<file path="config.mk">
export PLATFORM = sky130hd
export DESIGN_NAME = cbt_bit_timing
export DESIGN_NICKNAME = d
export VERILOG_FILES = /design/src/cbt_pkg.sv /design/src/cbt_bit_timing.sv
export SDC_FILE = /design/constraint.sdc
export NUM_CORES = 1
export LEC_CHECK = 0
export ABC_AREA = 1
export BUFFER_PORTS_ARGS = -buffer_cell sky130_fd_sc_hd__buf_2
export CAP_MARGIN = 30
export CORE_ASPECT_RATIO = 0.9
export CORE_MARGIN = 4
export CORE_UTILIZATION = 40
export CTS_CLUSTER_DIAMETER = 120
export CTS_CLUSTER_SIZE = 14
export DETAILED_ROUTE_END_ITERATION = 10
export GPL_ROUTABILITY_DRIVEN = 0
export SLEW_MARGIN = 20
export SYNTH_ARGS = -nofsm -noshare
export SYNTH_HDL_FRONTEND = slang
export SYNTH_SLANG_ARGS = --single-unit
</file>
<file path="constraint.sdc">
create_clock -name core_clk -period 4.2 [get_ports core_clk]
set_clock_uncertainty 0.2 [all_clocks]
set_input_delay 1.26 -clock core_clk [delete_from_list [all_inputs] [get_ports core_clk]]
set_output_delay 1.26 -clock core_clk [all_outputs]
set_load 0.05 [all_outputs]
</file>
<file path="src/cbt_pkg.sv">
// Constants, register layout and state encoding for the CAN bit timing block
package cbt_pkg;
  // Core clock period and time quantum length
  localparam int unsigned CLK_PERIOD_NS = 25;
  localparam int unsigned TQ_NS         = 1000;
  localparam int unsigned TQ_CYCLES     = TQ_NS / CLK_PERIOD_NS;
  // Divider counter width, large enough for the trimmed quantum
  localparam int unsigned DIV_W         = 7;
  // Signed oscillator trim width, in core clock cycles per quantum
  localparam int unsigned TRIM_W        = 5;
  // Register port address width and the control register address
  localparam int unsigned ADDR_W        = 4;
  localparam logic [ADDR_W-1:0] BTC_ADDR = 4'ha;
  localparam int unsigned DATA_W        = 16;
  // Control register field layout
  localparam int unsigned SEG_W         = 5;
  localparam int unsigned P1_LSB        = 0;
  localparam int unsigned P2_LSB        = 5;
  localparam int unsigned TD_LSB        = 10;
  localparam int unsigned TD_W          = 2;
  // Writable bits and reset value: seg1 6, seg2 3, extension 1
  localparam logic [DATA_W-1:0] BTC_MASK  = 16'h0fff;
  localparam logic [DATA_W-1:0] BTC_RESET = 16'h0466;
  // Quantum counter width, covers a segment plus the widest jump
  localparam int unsigned CNT_W         = 6;
  // Recessive sample points that mark the bus idle again
  localparam logic [3:0] IDLE_BITS      = 4'hb;
  // Bit segment states, Gray along sync, seg1, seg2
  typedef enum logic [1:0] {
    ST_SYNC = 2'h0,
    ST_PH1  = 2'h1,
    ST_PH2  = 2'h3,
    ST_IDLE = 2'h2
  } cbt_state_t;
endpackage : cbt_pkg
</file>
<file path="src/cbt_bit_timing.sv">
// Bit timing and resynchronisation logic of the CAN receive path
// Summary of operation
// - Bit lasts one plus both phase segments
// - Sample taken at end of first segment
// - Frame start edge clears the bit counter
// - First later edge of each bit lengthens or shortens it
// - Edge in first segment extends that segment
// - Edge in second segment shortens that segment
// - Jump one quantum, or one plus extension
// - Quantum comes from the trimmed oscillator
`timescale 1ns/10ps
`default_nettype none
module cbt_bit_timing (
  input  wire logic                        core_clk,
  input  wire logic                        nrst,
  input  wire logic                        regWrEn,
  input  wire logic                        regRdEn,
  input  wire logic [cbt_pkg::ADDR_W-1:0]  regAddr,
  input  wire logic [cbt_pkg::DATA_W-1:0]  regWrData,
  output logic      [cbt_pkg::DATA_W-1:0]  regRdData,
  input  wire logic [cbt_pkg::TRIM_W-1:0]  oscillatorTrim,
  input  wire logic                        rxRecessive,
  output logic                             tqTick,
  output logic                             bitStart,
  output logic                             samplePoint,
  output logic                             sampledBit,
  output logic                             busIdle
);
  // Control register and its read-back
  logic [cbt_pkg::DATA_W-1:0] ctrl_q, ctrl_d;    // Timing control
  logic [cbt_pkg::DATA_W-1:0] rd_q, rd_d;        // Read data holder
  // Quantum divider
  logic [cbt_pkg::DIV_W-1:0]  divCnt_q, divCnt_d; // Cycle counter
  logic [cbt_pkg::DIV_W-1:0]  tqLimit;            // Trimmed period
  // Bit segment engine
  cbt_pkg::cbt_state_t        st_q, st_d;         // Segment state
  logic [cbt_pkg::CNT_W-1:0]  cnt_q, cnt_d;       // Quanta in segment
  logic [cbt_pkg::CNT_W-1:0]  lim1_q, lim1_d;     // Live seg1 length
  logic [cbt_pkg::CNT_W-1:0]  lim2_q, lim2_d;     // Live seg2 length
  logic                       rs_q, rs_d;         // Resync used this bit
  logic                       rxPrev_q, rxPrev_d; // Level at last quantum
  logic                       samp_q, samp_d;     // Sample pulse
  logic                       bs_q, bs_d;         // Bit start pulse
  logic                       sbit_q, sbit_d;     // Sampled level
  logic [3:0]                 idle_q, idle_d;     // Recessive run
  logic [cbt_pkg::CNT_W:0]    qb_q, qb_d;         // Quanta in this bit
  // Decoded fields and edge terms
  logic [cbt_pkg::SEG_W-1:0]  p1f, p2f;           // Raw segment fields
  logic [cbt_pkg::CNT_W-1:0]  p1, p2;             // Segments, at least 1
  logic [cbt_pkg::CNT_W-1:0]  sjw;                // Jump width of edge
  logic [cbt_pkg::CNT_W-1:0]  rem;                // Seg2 quanta left
  logic                       edgeSeen, fallEdge; // Edges at this quantum

  // Field decode; a zero segment would stall the bit, so it reads as one
  always_comb begin
    p1f = ctrl_q[cbt_pkg::P1_LSB +: cbt_pkg::SEG_W];
    p2f = ctrl_q[cbt_pkg::P2_LSB +: cbt_pkg::SEG_W];
    p1  = (p1f == 5'h00) ? 6'h01 : {1'b0, p1f};
    p2  = (p2f == 5'h00) ? 6'h01 : {1'b0, p2f};
  end

  // Register port: one word at its address, others read as zero
  always_comb begin
    ctrl_d = ctrl_q;
    rd_d   = rd_q;
    if (regWrEn && regAddr == cbt_pkg::BTC_ADDR) begin
      ctrl_d = regWrData & cbt_pkg::BTC_MASK;
    end
    if (regRdEn) begin
      rd_d = (regAddr == cbt_pkg::BTC_ADDR) ? ctrl_q : 16'h0000;
    end
  end

  // trimmed quantum divider
  // Trim is signed cycles per quantum, so calibration error carries over
  always_comb begin
    tqLimit  = cbt_pkg::DIV_W'(cbt_pkg::TQ_CYCLES)
             + {{(cbt_pkg::DIV_W-cbt_pkg::TRIM_W)
                 {oscillatorTrim[cbt_pkg::TRIM_W-1]}},
                oscillatorTrim};
    tqTick   = (divCnt_q >= tqLimit - 7'h01);
    divCnt_d = tqTick ? 7'h00 : divCnt_q + 7'h01;
  end

  // Edge terms, seen once per quantum against the previous level
  always_comb begin
    edgeSeen = rxRecessive != rxPrev_q;
    fallEdge = rxPrev_q && !rxRecessive;
    sjw = fallEdge
        ? 6'h01 + {4'h0, ctrl_q[cbt_pkg::TD_LSB +: cbt_pkg::TD_W]}
        : 6'h01;
    rem = lim2_q - cnt_q;
  end

  // Segment engine; only one resync per bit, as a burst of edges
  // within a bit would otherwise walk the sample point away
  always_comb begin
    st_d     = st_q;
    cnt_d    = cnt_q;
    lim1_d   = lim1_q;
    lim2_d   = lim2_q;
    rs_d     = rs_q;
    rxPrev_d = rxPrev_q;
    samp_d   = 1'b0;
    bs_d     = 1'b0;
    sbit_d   = sbit_q;
    idle_d   = idle_q;
    qb_d     = qb_q;
    if (tqTick) begin
      rxPrev_d = rxRecessive;
      qb_d     = qb_q + 7'h01;
      unique case (st_q)
        // Waiting for the edge that opens a frame
        cbt_pkg::ST_IDLE: begin
          if (fallEdge) begin
            st_d   = cbt_pkg::ST_PH1;
            cnt_d  = 6'h00;
            lim1_d = p1;
            lim2_d = p2;
            rs_d   = 1'b0;
            bs_d   = 1'b1;
            qb_d   = 7'h01;
            idle_d = 4'h0;
          end
        end
        cbt_pkg::ST_SYNC: begin
          st_d   = cbt_pkg::ST_PH1;
          cnt_d  = 6'h00;
          lim1_d = p1;
          lim2_d = p2;
          rs_d   = 1'b0;
        end
        // First phase segment, ends in the sample point
        cbt_pkg::ST_PH1: begin
          if (edgeSeen && !rs_q) begin
            lim1_d = lim1_q + sjw;
            rs_d   = 1'b1;
          end
          if (cnt_q == lim1_d - 6'h01) begin
            st_d   = cbt_pkg::ST_PH2;
            cnt_d  = 6'h00;
            samp_d = 1'b1;
            sbit_d = rxRecessive;
            if (!rxRecessive) begin
              idle_d = 4'h0;
            end else if (idle_q != cbt_pkg::IDLE_BITS) begin
              idle_d = idle_q + 4'h1;
            end
          end else begin
            cnt_d = cnt_q + 6'h01;
          end
        end
        // Second phase segment
        cbt_pkg::ST_PH2: begin
          if (edgeSeen && !rs_q && rem <= sjw) begin
            st_d   = cbt_pkg::ST_PH1;
            cnt_d  = 6'h00;
            lim1_d = p1;
            lim2_d = p2;
            rs_d   = 1'b0;
            bs_d   = 1'b1;
            qb_d   = 7'h01;
          end else begin
            if (edgeSeen && !rs_q) begin
              lim2_d = lim2_q - sjw;
              rs_d   = 1'b1;
            end
            if (cnt_q >= lim2_d - 6'h01) begin
              cnt_d = 6'h00;
              if (idle_q == cbt_pkg::IDLE_BITS) begin
                st_d = cbt_pkg::ST_IDLE;
              end else begin
                st_d = cbt_pkg::ST_SYNC;
                bs_d = 1'b1;
                qb_d = 7'h00;
              end
            end else begin
              cnt_d = cnt_q + 6'h01;
            end
          end
        end
      endcase
    end
  end

  // State registers
  always_ff @(posedge core_clk or negedge nrst) begin
    if (!nrst) begin
      ctrl_q   <= cbt_pkg::BTC_RESET;
      rd_q     <= 16'h0000;
      divCnt_q <= 7'h00;
      st_q     <= cbt_pkg::ST_IDLE;
      cnt_q    <= 6'h00;
      lim1_q   <= 6'h01;
      lim2_q   <= 6'h01;
      rs_q     <= 1'b0;
      rxPrev_q <= 1'b1;
      samp_q   <= 1'b0;
      bs_q     <= 1'b0;
      sbit_q   <= 1'b1;
      idle_q   <= 4'h0;
      qb_q     <= 7'h00;
    end else begin
      ctrl_q   <= ctrl_d;
      rd_q     <= rd_d;
      divCnt_q <= divCnt_d;
      st_q     <= st_d;
      cnt_q    <= cnt_d;
      lim1_q   <= lim1_d;
      lim2_q   <= lim2_d;
      rs_q     <= rs_d;
      rxPrev_q <= rxPrev_d;
      samp_q   <= samp_d;
      bs_q     <= bs_d;
      sbit_q   <= sbit_d;
      idle_q   <= idle_d;
      qb_q     <= qb_d;
    end
  end

  // Outputs from flip-flops; busIdle is decoded from the state register
  assign regRdData   = rd_q;
  assign samplePoint = samp_q;
  assign bitStart    = bs_q;
  assign sampledBit  = sbit_q;
  assign busIdle     = (st_q == cbt_pkg::ST_IDLE);

  // Checks on the timing engine
  bitLength_a: assert property (
    @(posedge core_clk) disable iff (!nrst)
    (tqTick && st_q == cbt_pkg::ST_PH2 && st_d == cbt_pkg::ST_SYNC
      && !rs_q)
      |-> (qb_q == {1'b0, lim1_q} + {1'b0, lim2_q}))
    else $error("Unadjusted bit length wrong");
  sampleAtEnd_a: assert property (
    @(posedge core_clk) disable iff (!nrst)
    (tqTick && st_q == cbt_pkg::ST_PH1 && !edgeSeen
      && cnt_q == lim1_q - 6'h01)
      |=> samplePoint && st_q == cbt_pkg::ST_PH2 && cnt_q == 6'h00)
    else $error("Sample point misplaced");
  hardSync_a: assert property (
    @(posedge core_clk) disable iff (!nrst)
    (tqTick && st_q == cbt_pkg::ST_IDLE && fallEdge)
      |=> bitStart && st_q == cbt_pkg::ST_PH1 && cnt_q == 6'h00)
    else $error("Hard sync missed");
  seg1Extend_a: assert property (
    @(posedge core_clk) disable iff (!nrst)
    (tqTick && st_q == cbt_pkg::ST_PH1 && edgeSeen && !rs_q)
      |=> lim1_q == $past(lim1_q) + $past(sjw) && rs_q)
    else $error("First segment not lengthened");
  seg2Shorten_a: assert property (
    @(posedge core_clk) disable iff (!nrst)
    (tqTick && st_q == cbt_pkg::ST_PH2 && edgeSeen && !rs_q && rem > sjw)
      |=> lim2_q == $past(lim2_q) - $past(sjw))
    else $error("Second segment not shortened");
  jumpWidth_a: assert property (
    @(posedge core_clk) disable iff (!nrst)
    (tqTick && st_q == cbt_pkg::ST_PH1 && edgeSeen && !rs_q && !fallEdge)
      |=> lim1_q == $past(lim1_q) + 6'h01)
    else $error("Rising edge jump not one quantum");
  quantumGap_a: assert property (
    @(posedge core_clk) disable iff (!nrst)
    (tqTick && $stable(oscillatorTrim))
      |=> !tqTick [*2])
    else $error("Quantum ticks too close");
  syncQuiet_a: assert property (
    @(posedge core_clk) disable iff (!nrst)
    (tqTick && st_q == cbt_pkg::ST_SYNC)
      |=> st_q == cbt_pkg::ST_PH1 && lim1_q == p1 && lim2_q == p2 && !rs_q)
    else $error("Sync quantum adjusted bit");
endmodule : cbt_bit_timing
`default_nettype wire

</file>
=== Word level (Yosys, flattened, before mapping) ===
Index checks and enable logic that the tools add are counted.

* Register bits: 64
* Bits in latches: 0
* RAM bits: 0
* ROM bits: 0
* Input port bits: 30
* Output and inout port bits: 21
* Memories: 0

* $add $sub $neg: 11
* Multipliers: 0
* Divide/modulo/power cells: 0
* Order comparisons: 3
* Equality and inequality tests: 13
* Shift-type cells: 0
* Multiplexer cells: 47
* Bitwise operators: 0
* Reductions and logical operators: 17

{| class="wikitable"
|+ Operators by type and width
! cell !! count
|-
| $mux 6 || 15
|-
| $pmux 6 s4 || 2
|-
| $pmux 6 s3 || 1
|-
| $mux 4 || 4
|-
| $mux 12 || 1
|-
| $sub 6x1->6 const B || 2
|-
| $mux 1 || 11
|-
| $logic_not 5->1 || 2
|-
| $mux 2 || 5
|-
| $mux 5 || 2
|-
| $reduce_and 3->1 || 3
|-
| $eq 4x4->1 const B || 2
|-
| $pmux 2 s4 || 1
|-
| $pmux 4 s2 || 1
|-
| $add 6x7->7 const A || 1
|-
| $add 7x1->7 const B || 1
|-
| $ge 7x7->1 || 1
|-
| $mux 7 || 1
|-
| $sub 7x1->7 const B || 1
|-
| $add 6x1->6 const B || 1
|-
| $add 6x3->6 || 1
|-
| $eq 6x6->1 || 1
|-
| $ge 6x6->1 || 1
|-
| $le 6x3->1 || 1
|-
| 22 further kinds || 29
|}

=== Depth between registers and ports, before layout ===
Gate-level depths: netlist (run 1).

* Depth in word-level cells: 14
* Gate-level depth with buffers: 21

=== Worst setup path after synthesis (run 1) ===
OpenSTA, ideal clock, no wires.

* Kind: input -> register
* From: in rxRecessive
* To: reg cnt_q[3] (netlist name)
* Arrival: 4,174 ps
* Data required time: 3,917 ps
* Setup slack: -257 ps
* Stages on the path: 21
* Cells stage by stage: inv_1 > ha_1 > nand2_1 > ha_1 > fa_1 > xnor2_1 > nand2_1 > o21ai_0 > nor2_1 > nand2_1 > nor3_1 > xor2_1 > inv_1 > ha_1 > a21oi_1 > o21a_1 > o221a_2 > nand2_2 > nand2_2 > nand2_1 > o21ai_0

* Longest elaborated chain between the ends: 13
* Elaborated cells between the ends (all ways): 26
* Classes of those cells: 4 x add/sub; 2 x order compare; 3 x eq/ne; 12 x mux; 5 x reduce/logical

{| class="wikitable"
|+ Ends and longest elaborated chain
! item !! line !! source
|-
| start, declared || cbt_bit_timing.sv:22 || <nowiki>input wire logic rxRecessive,</nowiki>
|-
| $logic_not 1->1 || n/a ||
|-
| $logic_and 1x1->1 || cbt_bit_timing.sv:88 || <nowiki>fallEdge = rxPrev_q && !rxRecessive;</nowiki>
|-
| $mux 3 || cbt_bit_timing.sv:90 || <nowiki>? 6'h01 + {4'h0, ctrl_q[cbt_pkg::TD_LSB +: cbt_pkg::TD_W]}</nowiki>
|-
| $sub 6x3->6 || cbt_bit_timing.sv:165 || <nowiki>lim2_d = lim2_q - sjw;</nowiki>
|-
| $mux 6 || cbt_bit_timing.sv:164 || <nowiki>if (edgeSeen && !rs_q) begin</nowiki>
|-
| $mux 6 || cbt_bit_timing.sv:155 || <nowiki>if (edgeSeen && !rs_q && rem <= sjw) begin</nowiki>
|-
| $mux 6 || cbt_bit_timing.sv:112 || <nowiki>unique case (st_q)</nowiki>
|-
| $mux 6 || cbt_bit_timing.sv:109 || <nowiki>if (tqTick) begin</nowiki>
|-
| $sub 6x1->6 || cbt_bit_timing.sv:168 || <nowiki>if (cnt_q >= lim2_d - 6'h01) begin</nowiki>
|-
| $ge 6x6->1 || cbt_bit_timing.sv:168 ||
|-
| $mux 6 || cbt_bit_timing.sv:168 ||
|-
| $mux 6 || cbt_bit_timing.sv:155 ||
|-
| $pmux 6 s4 || cbt_bit_timing.sv:112 ||
|-
| end signal, assigned || cbt_bit_timing.sv:208 || <nowiki>cnt_q <= cnt_d;</nowiki>
|-
| end, declared || cbt_bit_timing.sv:37 || <nowiki>logic [cbt_pkg::CNT_W-1:0] cnt_q, cnt_d;</nowiki>
|}

Parallel ways exist; a longest one is shown, timed or not. The select of a mux whose other input is x is not followed.
A chain may end at the register's enable or synchronous reset.

=== Worst setup path after layout (run 1) ===
* From: in oscillatorTrim[0] (netlist name)
* To: out tqTick

* Longest elaborated chain between the ends: 3

{| class="wikitable"
|+ Ends and longest elaborated chain
! item !! line !! source
|-
| start, declared || cbt_bit_timing.sv:21 || <nowiki>input wire logic [cbt_pkg::TRIM_W-1:0] oscillatorTrim,</nowiki>
|-
| $add 6x7->7 || cbt_bit_timing.sv:78 || <nowiki>+ {{(cbt_pkg::DIV_W-cbt_pkg::TRIM_W)</nowiki>
|-
| $sub 7x1->7 || cbt_bit_timing.sv:81 || <nowiki>tqTick = (divCnt_q >= tqLimit - 7'h01);</nowiki>
|-
| $ge 7x7->1 || cbt_bit_timing.sv:81 ||
|-
| end, declared || cbt_bit_timing.sv:23 || <nowiki>output logic tqTick,</nowiki>
|}

No other way between the ends.

==> results of run 1 <==
[sequential cells by signal, indices dropped and copies added (netlist names)]
| signal | cells |
|---|---|
| bitStart | 1 |
| cnt_q | 6 |
| ctrl_q | 12 |
| divCnt_q | 7 |
| idle_q | 4 |
| lim1_q | 6 |
| lim2_q | 6 |
| regRdData | 12 |
| rs_q | 1 |
| rxPrev_q | 1 |
| samplePoint | 1 |
| sampledBit | 1 |
| st_q | 2 |
[final timing paths]
check                                        from                     to  slack [ns]  depth (start not counted)
min in group asynchronous                    nrst  idle_q[2]$_DFFE_PN0P_        0.66                          1
max                             oscillatorTrim[0]                 tqTick       -0.09                         11
min                         divCnt_q[0]$_DFF_PN0_  divCnt_q[0]$_DFF_PN0_        0.29                          1
min reg2reg                 divCnt_q[0]$_DFF_PN0_  divCnt_q[0]$_DFF_PN0_        0.29                          1
max reg2reg                ctrl_q[10]$_DFFE_PN1P_   cnt_q[3]$_DFFE_PN0P_        0.52                         20
max in group asynchronous                    nrst  ctrl_q[1]$_DFFE_PN1P_        2.42                          2
[layout make-up]
| class | instances | share of cell area [%] |
|---|---|---|
| flip-flops and latches | 60 | 29.1 |
| multi-input cells | 385 | 46.2 |
| repair buffers | 78 | 9.86 |
| clock buffers | 11 | 4.66 |
| inverters | 78 | 5.72 |
| well taps | 126 | 3.03 |
| clock inverters | 5 | 1.44 |
[cells by family after synthesis]
kind of cell | after synthesis | synth area share (%)
and+or+nand+nor | 236 | 25.5
buffers and inverters | 90 | 8.77
AOI/OAI and AO/OA | 82 | 11.2
DFF | 60 | 36.7
adders and majority gates | 37 | 11.8
xor gates and xnor gates | 20 | 4.25
muxes | 6 | 1.64
other | 1 | 0.0910
[per-stage QoR]
| stage | setup TNS (ns) | instance area, um2 | hold slack [ns] | utilization, % |
|---|---|---|---|---|
| floorplan | 0 | 4190 | 0.254 | - |
| global placement | -3.63 | 4720 | 0.275 | 47.9 |
| detailed placement | -4.02 | 4720 | 0.288 | 47.9 |
| CTS | -0.0899 | 5120 | 0.295 | 51.9 |
| global route | -1.23 | 5200 | 0.325 | 52.7 |
| finish | -0.0928 | 5200 | 0.291 | 52.7 |
[critical path: cells and delay by family]
kind / cells / cell delay (ns)
xor+xnor: 1 / 0.16
buf+inv: 4 / 0.34
fa+ha+maj: 2 / 0.41
simple gates: 1 / 0.11
compound gates: 3 / 0.57
[synthesized netlist by cell type (3+ instances only)]
cell,n,area (um2)
sky130_fd_sc_hd__xnor2_1,5,43.8
sky130_fd_sc_hd__nor2_2,5,31.3
sky130_fd_sc_hd__dfstp_2,10,263
sky130_fd_sc_hd__fa_1,3,60.1
sky130_fd_sc_hd__a21oi_1,28,140
sky130_fd_sc_hd__nand2_4,3,33.8
sky130_fd_sc_hd__clkbuf_1,5,18.8
sky130_fd_sc_hd__nand3_1,46,230
sky130_fd_sc_hd__nand2_2,9,56.3
sky130_fd_sc_hd__buf_4,6,45.0
sky130_fd_sc_hd__mux2_2,6,67.6
sky130_fd_sc_hd__o21ai_0,38,190
sky130_fd_sc_hd__dfrtp_1,50,1250
sky130_fd_sc_hd__inv_1,76,285
sky130_fd_sc_hd__o21ai_2,5,43.8
sky130_fd_sc_hd__nand4_1,8,50.1
sky130_fd_sc_hd__nor3_1,6,30.0
sky130_fd_sc_hd__xor2_1,15,131
sky130_fd_sc_hd__nand2_1,108,405
sky130_fd_sc_hd__nor2_1,46,173
sky130_fd_sc_hd__ha_1,34,425
[metal layers]
layer / global-route usage [%] / up-vias / part of all wire, %
li1: - / 1885 / -
met1: 22.5 / 1655 / 47
met2: 26.8 / 73 / 46
met3: 4.13 / 10 / 5.0
met4: 4.19 / 0 / 1.1
met5: 0 / - / 0
[power groups by stage]
stage / combinational, mW / clock, mW / sequential (mW)
5_1_grt: 2.51 / 0.840 / 0.963
4_1_cts: 2.14 / 0.816 / 0.937
3_5_place_dp: 2.05 / 0 / 0.946
6_report: 2.19 / 0.799 / 0.936
2_1_floorplan: 1.48 / 0 / 0.920
3_3_place_gp: 1.99 / 0 / 0.936
[repair_timing]
action	in CTS	in global routing
pin swaps	8	16
setup buffers	3	2
hold buffers	0	0
setup endpoints to repair	9	14
resized for setup	12	23
==> results.rst, run 1 <==
.. list-table::
   :header-rows: 1

   * - Metric
     - Value
   * - Result of the run
     - finished with violations
   * - Failing checks
     - setup timing
   * - YS warnings
     - 0
   * - Standard cell with the maximum stage delay on the critical path
     - sky130_fd_sc_hd__ha_1
   * - Io pins
     - 51
   * - Fraction of power consumed by sequential logic
     - 23.8%
   * - First-pass GRT wire length
     - 16400 um
   * - Placed instance count
     - 722
   * - EDFF count, synth
     - 0
   * - Max Transition Viols Final
     - 0
   * - Pre-CTS setup slack
     - -0.406 ns
   * - Most used DFF post-synth
     - sky130_fd_sc_hd__dfrtp_1
   * - Vias in the first global route
     - 3512
   * - Async set-reset flop share out of synthesis
     - 100%
   * - Setup violators final
     - 1
   * - TritonCTS clock tree
     - done
   * - Internal power summed over all cells
     - 2.20 mW
   * - Die footprint
     - 12000 um2
   * - Non-filler instance count after layout
     - 743
   * - Total track usage
     - 16.7%
   * - Register bit total from synthesis
     - 60
   * - Syn_area_per_cell
     - 7.75 um2
   * - Core area
     - 9870 um2
   * - Number of different library cells in the post-synthesis netlist
     - 36
   * - Maximum buffer depth of the clock tree
     - 2
   * - Critical-path cell list
     - buf_6 > inv_4 > ha_4 > inv_2 > o21ai_2 > xor2_1 > ha_1 > a21o_1 > a211oi_2 > nand3_4 > buf_8
   * - Drt wl/cell
     - 13.0 um
   * - Start-to-end type of the worst setup path
     - in -> out
   * - Number of DRC markers after the initial detailed-route iteration
     - 163
   * - Proportion of total power due to net switching
     - 44.1%
   * - Total power after layout
     - 3.93 mW
   * - Transition time of the tightest slew-check pin
     - 0.621 ns
   * - Count of buffers inserted at the top-level ports
     - 42
   * - Post-route minimum period
     - 4.29 ns
   * - Worst rel slew slack
     - 58.5%
   * - Antenna fix cells
     - 0
   * - Setup slack of the critical path after layout
     - -0.0928 ns
   * - Initial antenna violation count
     - 0
   * - Power share of the clock group
     - 20.3%
   * - Leading cell types in the layout, fill and taps excluded
     - sky130_fd_sc_hd__nand2_1, sky130_fd_sc_hd__inv_1, sky130_fd_sc_hd__dfrtp_1
   * - Placed wire-length estimate after detailed placement
     - 7390 um
   * - Unrepaired setup endpoints after global routing
     - true
   * - Arrival time of data at the critical path endpoint
     - 2.83 ns
   * - Critical path's largest stage delay
     - 0.28 ns
   * - Register area share after synthesis
     - 36.7%
   * - Starting Density
     - 41.8%
   * - Required time of the critical path
     - 2.74 ns
   * - Clock-pin slew on the worst setup and hold paths
     - 0.05 ns
   * - Relative area change from synthesis to final layout
     - 26.3%
   * - Number of cell rows
     - 34
   * - Die span in y
     - 104 um
   * - Maximum net fanout on the critical path
     - 3
   * - Reg area
     - 1510 um2
   * - Gate power share
     - 55.8%
   * - Total number of nets in the final design
     - 679
   * - Die width
     - 115 um
   * - Leading cell type in the layout, fill and taps excluded
     - sky130_fd_sc_hd__nand2_1
   * - Share of the clock period used by the worst path after layout
     - 102%
   * - Leak Pwr
     - 2.64 nW
   * - Critical Path Source Type
     - input pin
   * - Combined area of the multi-input logic cells
     - 2400 um2
   * - Max IR drop VDD
     - 0.356 mV
   * - Total clock buffers created by CTS
     - 9
   * - Residual antenna-violating net count after detailed routing
     - 0
   * - Insertion delay to the later sink of the worst-skew pair
     - 0.32 ns
   * - Kind of end point of the critical path
     - output pin
   * - Class of the tightest hold or removal check
     - reg -> reg
   * - Buffer cell driving the clock tree root
     - sky130_fd_sc_hd__clkbuf_16
   * - Total number of vias
     - 3623
   * - Wirelength, routed
     - 9620 um
   * - Largest net degree at the start of global routing
     - 25
   * - Global-route congestion overflow total
     - 0
   * - Power per unit of standard cell area
     - 755 nW/um2
   * - Post-Synthesis Cells
     - 532
   * - Cell area after synthesis
     - 4120 um2
   * - Count of unresolved DRC violations after routing
     - 0
   * - Fraction of final layout cells with drive strength greater than 1
     - 25.9%
   * - Final hold vios
     - 0
   * - Net switching power
     - 1.73 mW
   * - Via density
     - 4.88
   * - Layout fillers
     - 902
   * - Max Cap Violations
     - 0
   * - Clk sink count
     - 60
   * - Pre-Repair DR Iteration Count
     - 4
   * - Highest attainable clock frequency
     - 0.233 GHz
   * - Level count of the clock H-tree
     - 3
Note: power is estimated with default switching activity, not from simulation.
==> run 2: changes to the inputs <==
- SKIP_CTS_REPAIR_TIMING: unset -> 1
- clock period: 4.2 -> 3.6 ns (I/O delays scaled with it)
==> run 2 against run 1 <==
Effect of this change: the run still ends with setup timing left; sequential share of layout area down 0.96 points; sequential power up 18%; register-to-register slack worse by 0.47 ns; final cell count up 1.5%; final area up 3.4%; wire length up 2.5%; critical endpoint unchanged; first-iteration DRC count down 25%; utilization up 1.8 points; critical path depth unchanged.
==> results.rst, run 2 (synthesis gave the netlist of run 1 again) <==
.. list-table::
   :header-rows: 1

   * - Metric
     - Value
   * - CP top delay family
     - compound AO/OA/AOI/OAI gates
   * - Io pins
     - 51
   * - Leak Pwr
     - 2.71 nW
   * - Total number of vias
     - 3681
   * - Total number of nets in the final design
     - 690
   * - Highest attainable clock frequency
     - 0.253 GHz
   * - Placed wire-length estimate after detailed placement
     - 7720 um
   * - Highest metal layer used by the detailed router
     - met4
   * - Max Cap Violations
     - 0
   * - Number of cell rows
     - 34
   * - Number of DRC markers after the initial detailed-route iteration
     - 123
   * - Total power after layout
     - 4.71 mW
   * - Die span in y
     - 104 um
   * - Setup violators final
     - 14
   * - Crit path buffers/inverters
     - 4
   * - Maximum buffer depth of the clock tree
     - 2
   * - Result of the run
     - finished with violations
   * - Starting Density
     - 41.8%
   * - Critical Path Source Type
     - input pin
   * - Reg area
     - 1510 um2
   * - Failing checks
     - setup timing
   * - Total clock buffers created by CTS
     - 9
   * - Max IR drop VDD
     - 0.454 mV
   * - Final hold vios
     - 0
   * - Unrepaired setup endpoints after global routing
     - true
   * - Combined area of the multi-input logic cells
     - 2440 um2
   * - Via density
     - 4.88
   * - Die footprint
     - 12000 um2
   * - First-pass GRT wire length
     - 17100 um
   * - Arrival time of data at the critical path endpoint
     - 2.68 ns
   * - Total track usage
     - 17.5%
   * - Critical-path cell list
     - buf_8 > inv_12 > ha_4 > inv_2 > o21ai_2 > xor2_1 > ha_1 > a21o_1 > a211oi_2 > nand3_4 > buf_8
   * - Die width
     - 115 um
   * - Max Transition Viols Final
     - 0
   * - Total length of routed met2 wires
     - 4750 um
   * - Buffer cell driving the clock tree root
     - sky130_fd_sc_hd__clkbuf_16
   * - Class of the tightest hold or removal check
     - reg -> reg
   * - Core area
     - 9870 um2
   * - Insertion delay to the later sink of the worst-skew pair
     - 0.33 ns
   * - Count of buffers inserted at the top-level ports
     - 42
   * - Fraction of final layout cells with drive strength greater than 1
     - 28.2%
   * - Level count of the clock H-tree
     - 3
   * - Leading cell type in the layout, fill and taps excluded
     - sky130_fd_sc_hd__nand2_1
   * - Routed length on met3
     - 364 um
   * - Post-route minimum period
     - 3.96 ns
   * - TritonCTS clock tree
     - done
   * - Wirelength, routed
     - 9860 um
   * - Count of unresolved DRC violations after routing
     - 0
   * - Relative area change from synthesis to final layout
     - 30.6%
   * - Drt wl/cell
     - 13.1 um
   * - Layout fillers
     - 919
   * - Share of the clock period used by the worst path after layout
     - 110%
   * - DRT met1 WL
     - 4660 um
   * - Critical path's largest stage delay
     - 0.28 ns
   * - Standard cell with the maximum stage delay on the critical path
     - sky130_fd_sc_hd__ha_1
   * - Transition time of the tightest slew-check pin
     - 0.656 ns
   * - Vias in the first global route
     - 3727
   * - Global-route congestion overflow total
     - 0
   * - Maximum net fanout on the critical path
     - 3
   * - Setup slack of the critical path after layout
     - -0.357 ns
   * - Power per unit of standard cell area
     - 876 nW/um2
   * - Initial antenna violation count
     - 0
   * - Share of the core filled with cells
     - 54.5%
   * - Clk sink count
     - 60
   * - Most frequent cell on the critical path
     - sky130_fd_sc_hd__buf_8
   * - Clock-pin slew on the worst setup and hold paths
     - 0.05 ns
   * - Required time of the critical path
     - 2.32 ns
   * - Antenna fix cells
     - 0
   * - Worst rel slew slack
     - 56.2%
   * - Start-to-end type of the worst setup path
     - in -> out
   * - Pre-Repair DR Iteration Count
     - 4
   * - Leading cell types in the layout, fill and taps excluded
     - sky130_fd_sc_hd__nand2_1, sky130_fd_sc_hd__inv_1, sky130_fd_sc_hd__dfrtp_1
   * - Residual antenna-violating net count after detailed routing
     - 0
   * - Kind of end point of the critical path
     - output pin
   * - Largest net degree at the start of global routing
     - 34
[run 2: cell types whose count changed in the layout (fill, tap and decap cells not counted), sizes merged]
| cell | before | now |
|---|---|---|
| clkbuf | 11 | 13 |
| clkinvlp | 0 | 2 |
| clkinv | 3 | 0 |
| buf | 78 | 89 |
| bufinv | 2 | 1 |
[run 2: layout make-up]
cell class | instances | area share (%)
timing repair buffer | 89 | 11.5
sequential | 60 | 28.1
tap | 126 | 2.93
multi-input combinational | 385 | 45.4
inverter | 78 | 6.11
clock inverter | 3 | 0.837
clock buffer | 13 | 5.02
[run 2: worst reg2reg max path, cell delays in order (launching register included)]
cell                      delay, ns
sky130_fd_sc_hd__dfstp_2       0.55
sky130_fd_sc_hd__ha_4          0.18
sky130_fd_sc_hd__nand2_4       0.06
sky130_fd_sc_hd__ha_4          0.16
sky130_fd_sc_hd__fa_1          0.47
sky130_fd_sc_hd__nand2_1       0.06
sky130_fd_sc_hd__o21ai_2       0.07
sky130_fd_sc_hd__inv_1         0.07
sky130_fd_sc_hd__nor2_1        0.10
sky130_fd_sc_hd__nand2_1       0.10
sky130_fd_sc_hd__buf_6         0.16
sky130_fd_sc_hd__xor2_1        0.14
sky130_fd_sc_hd__ha_1          0.34
sky130_fd_sc_hd__a21oi_2       0.13
sky130_fd_sc_hd__o21a_1        0.15
sky130_fd_sc_hd__o221a_4       0.19
sky130_fd_sc_hd__nand2_4       0.08
sky130_fd_sc_hd__nand2_4       0.11
sky130_fd_sc_hd__nand2_1       0.05
sky130_fd_sc_hd__o21ai_1       0.09
[run 2: where the power goes]
| group | total (mW) | switching (mW) | internal, mW |
|---|---|---|---|
| Clock | 0.902 | 0.310 | 0.592 |
| Combinational | 2.72 | 1.55 | 1.16 |
| Sequential | 1.10 | 0.209 | 0.888 |
[run 2: routing by layer]
metal / up-vias / GRT usage (%)
met3: 9 / 3.96
li1: 1908 / -
met1: 1699 / 22.7
met2: 65 / 29.0
met4: 0 / 4.86
met5: - / 0
[run 2: per-stage QoR]
stage	hold WS, ns	instances	worst slack (ns)	cell area, um2	TNS (ns)
finish	0.292	754	-0.357	5380	-3.11
global route	0.326	754	-0.479	5380	-5.71
CTS	0.301	751	-0.549	5230	-5.15
detailed placement	0.291	735	-0.814	4910	-11.29
global placement	0.277	735	-0.749	4910	-10.23
floorplan	0.254	535	-0.338	4270	-3.18
[run 2: final timing paths]
path                       slack (ns)  depth (start not counted)                     to                  start
setup / recovery                -0.36                         11                 tqTick      oscillatorTrim[0]
hold / removal                   0.29                          1  divCnt_q[0]$_DFF_PN0_  divCnt_q[0]$_DFF_PN0_
setup reg to reg                 0.05                         19   cnt_q[3]$_DFFE_PN0P_   rxPrev_q$_DFFE_PN1P_
hold reg to reg                  0.29                          1  divCnt_q[0]$_DFF_PN0_  divCnt_q[0]$_DFF_PN0_
max in group asynchronous        1.95                          2  ctrl_q[2]$_DFFE_PN1P_                   nrst
min in group asynchronous        0.58                          1  lim2_q[5]$_DFFE_PN0P_                   nrst
==> run 3: changes to the inputs <==
- TNS_END_PERCENT: unset -> 20
==> run 3 against run 2 <==
Effect of this change: the run still ends with setup timing left; largest power group unchanged; clock power up 2%; die area stayed put; highest routed layer unchanged; critical endpoint is now cnt_q[5]$_DFFE_PN0P_; critical path depth rose by 10; sequential share of layout area up 0.71 points; setup slack worse by 0.053 ns; maximum frequency is 1.3% lower; non-clock buffer count fell by 3; combinational power fell by 2%.
==> results.rst, run 3 (synthesis gave the netlist of run 1 again) <==
.. list-table::
   :header-rows: 1

   * - Metric
     - Value
   * - Via density
     - 4.94
   * - Critical path's largest stage delay
     - 0.53 ns
   * - Setup violators final
     - 15
   * - Fraction of power consumed by sequential logic
     - 23.3%
   * - Critical-path cell list
     - buf_12 > inv_16 > ha_4 > nand2_4 > ha_4 > fa_2 > nand2_2 > o21ai_2 > inv_1 > nor2_1 > nand2_1 > buf_4 > xor2_1 > ha_1 > a21oi_1 > o21a_1 > o221a_4 > nand2_4 > nand2_4 > nand2_1 > o21ai_1
   * - Most frequent cell on the critical path
     - sky130_fd_sc_hd__nand2_4
   * - Internal power summed over all cells
     - 2.62 mW
   * - Max Transition Viols Final
     - 0
   * - Count of buffers inserted at the top-level ports
     - 42
   * - Critical R2R Launch
     - rxPrev_q$_DFFE_PN1P_
   * - Proportion of total power due to net switching
     - 43.9%
   * - Largest net degree at the start of global routing
     - 31
   * - Number of DRC markers after the initial detailed-route iteration
     - 191
   * - Clock-pin slew on the worst setup and hold paths
     - 0.05 ns
   * - Fraction of final layout cells with drive strength greater than 1
     - 26.7%
   * - CP top delay family
     - adder cells
   * - Reg area
     - 1510 um2
   * - Gate power share
     - 57.1%
   * - Wirelength, routed
     - 9890 um
   * - Required time of the critical path
     - 3.65 ns
   * - Layout fillers
     - 929
   * - Drt wl/cell
     - 13.2 um
   * - Power share of the clock group
     - 19.6%
   * - Die span in y
     - 104 um
   * - TritonCTS clock tree
     - done
   * - Crit path buffers/inverters
     - 4
   * - Total power after layout
     - 4.68 mW
   * - Worst R2R Setup Slack
     - -0.07 ns
   * - Die footprint
     - 12000 um2
   * - Share of the clock period used by the worst path after layout
     - 111%
   * - Buffer cell driving the clock tree root
     - sky130_fd_sc_hd__clkbuf_16
   * - Post-route minimum period
     - 4.01 ns
   * - Level count of the clock H-tree
     - 3
   * - Leading cell types in the layout, fill and taps excluded
     - sky130_fd_sc_hd__nand2_1, sky130_fd_sc_hd__inv_1, sky130_fd_sc_hd__dfrtp_1
   * - Result of the run
     - finished with violations
   * - Global-route congestion overflow total
     - 0
   * - Antenna fix cells
     - 0
   * - Count of unresolved DRC violations after routing
     - 0
   * - Total clock buffers created by CTS
     - 9
   * - Initial antenna violation count
     - 0
   * - Leak Pwr
     - 2.69 nW
   * - Maximum net fanout on the critical path
     - 5
   * - Arrival time of data at the critical path endpoint
     - 4.06 ns
   * - Max IR drop VDD
     - 0.485 mV
   * - Starting Density
     - 41.8%
   * - Max Cap Violations
     - 0
   * - Hold path start
     - divCnt_q[0]$_DFF_PN0_
   * - Die width
     - 115 um
   * - Setup slack of the critical path after layout
     - -0.411 ns
   * - Share of the core filled with cells
     - 53.2%
   * - Total track usage
     - 17.5%
   * - Kind of end point of the critical path
     - register
   * - FF-to-FF path depth
     - 19
   * - Core area
     - 9870 um2
   * - Worst Hold Path EP
     - divCnt_q[0]$_DFF_PN0_
   * - Net switching power
     - 2.05 mW
   * - Pre-CTS setup slack
     - -0.805 ns
   * - Reg2Reg Capture Point
     - cnt_q[5]$_DFFE_PN0P_
   * - Relative area change from synthesis to final layout
     - 27.4%
   * - Number of cell rows
     - 34
   * - Final hold vios
     - 0
   * - Critical Path Source Type
     - input pin
   * - Io pins
     - 51
   * - Class of the tightest hold or removal check
     - reg -> reg
   * - Start-to-end type of the worst setup path
     - in -> reg
   * - Pre-Repair DR Iteration Count
     - 8
   * - Leading cell type in the layout, fill and taps excluded
     - sky130_fd_sc_hd__nand2_1
   * - Depth of the worst hold-timing path
     - 1
   * - Combined area of the multi-input logic cells
     - 2390 um2
   * - Unrepaired setup endpoints after global routing
     - true
   * - Power per unit of standard cell area
     - 891 nW/um2
   * - Maximum buffer depth of the clock tree
     - 2
   * - First-pass GRT wire length
     - 17200 um
   * - Insertion delay to the later sink of the worst-skew pair
     - 0.32 ns
   * - Clk sink count
     - 60
   * - Transition time of the tightest slew-check pin
     - 0.616 ns
   * - Placed instance count
     - 733
   * - Non-filler instance count after layout
     - 751
   * - Total number of vias
     - 3711
   * - Residual antenna-violating net count after detailed routing
     - 0
   * - Highest attainable clock frequency
     - 0.249 GHz
   * - Vias in the first global route
     - 3634
   * - Aggregate negative setup slack
     - -4.70 ns
   * - Total number of nets in the final design
     - 687
   * - Placed wire-length estimate after detailed placement
     - 7550 um
   * - Worst rel slew slack
     - 58.8%
   * - Standard cell with the maximum stage delay on the critical path
     - sky130_fd_sc_hd__fa_2
   * - Failing checks
     - setup timing
[run 3: worst max-delay path by stage]
stage / to / cells past startpoint / from
final: cnt_q[5]$_DFFE_PN0P_ / 21 / rxRecessive
after global routing: bitStart$_DFF_PN0_ / 21 / rxRecessive
after CTS: bitStart$_DFF_PN0_ / 21 / rxRecessive
after detailed placement: cnt_q[3]$_DFFE_PN0P_ / 22 / rxRecessive
after global placement: cnt_q[3]$_DFFE_PN0P_ / 22 / rxRecessive
after floorplan: tqTick / 9 / oscillatorTrim[0]
[run 3: power by group through the flow]
| stage | Sequential [mW] | Combinational [mW] | Clock, mW |
|---|---|---|---|
| CTS | 1.09 | 2.52 | 0.940 |
| detailed placement | 1.10 | 2.50 | 0 |
| global route | 1.12 | 3.05 | 0.969 |
| global placement | 1.09 | 2.43 | 0 |
| floorplan | 1.07 | 1.74 | 0 |
| finish | 1.09 | 2.67 | 0.917 |
[run 3: per-stage QoR]
| step | hold WS (ns) | instance area (um2) |
|---|---|---|
| 3_5_place_dp | 0.274 | 4820 |
| 6_report | 0.280 | 5250 |
| 2_1_floorplan | 0.254 | 4210 |
| 5_1_grt | 0.324 | 5250 |
| 3_3_place_gp | 0.275 | 4820 |
| 4_1_cts | 0.283 | 5140 |
[run 3: final cells by class]
class                   instances  share of cell area [%]
repair buffers                 86                    10.6
multi-input cells             385                    45.6
inverters                      78                    5.89
well taps                     126                    3.00
clock inverters                 1                   0.572
clock buffers                  15                    5.48
flip-flops and latches         60                    28.8
[run 3: worst register-to-register path: cells and delay by family, from the launching register on]
family,cells,cell delay (ns)
xor gates and xnor gates,1,0.14
DFF,1,0.56
and+or+nand+nor,7,0.58
AOI/OAI and AO/OA,5,0.69
buffers and inverters,2,0.23
adders and majority gates,4,1.20
[run 3: per-layer routing]
layer  up-vias  track usage, %  part of all wire (%)
met5         -               0                     0
met4         0            4.53                   1.6
met3        18            3.61                   5.4
met2       100            27.7                    46
met1      1690            24.2                    47
li1       1903               -                     -
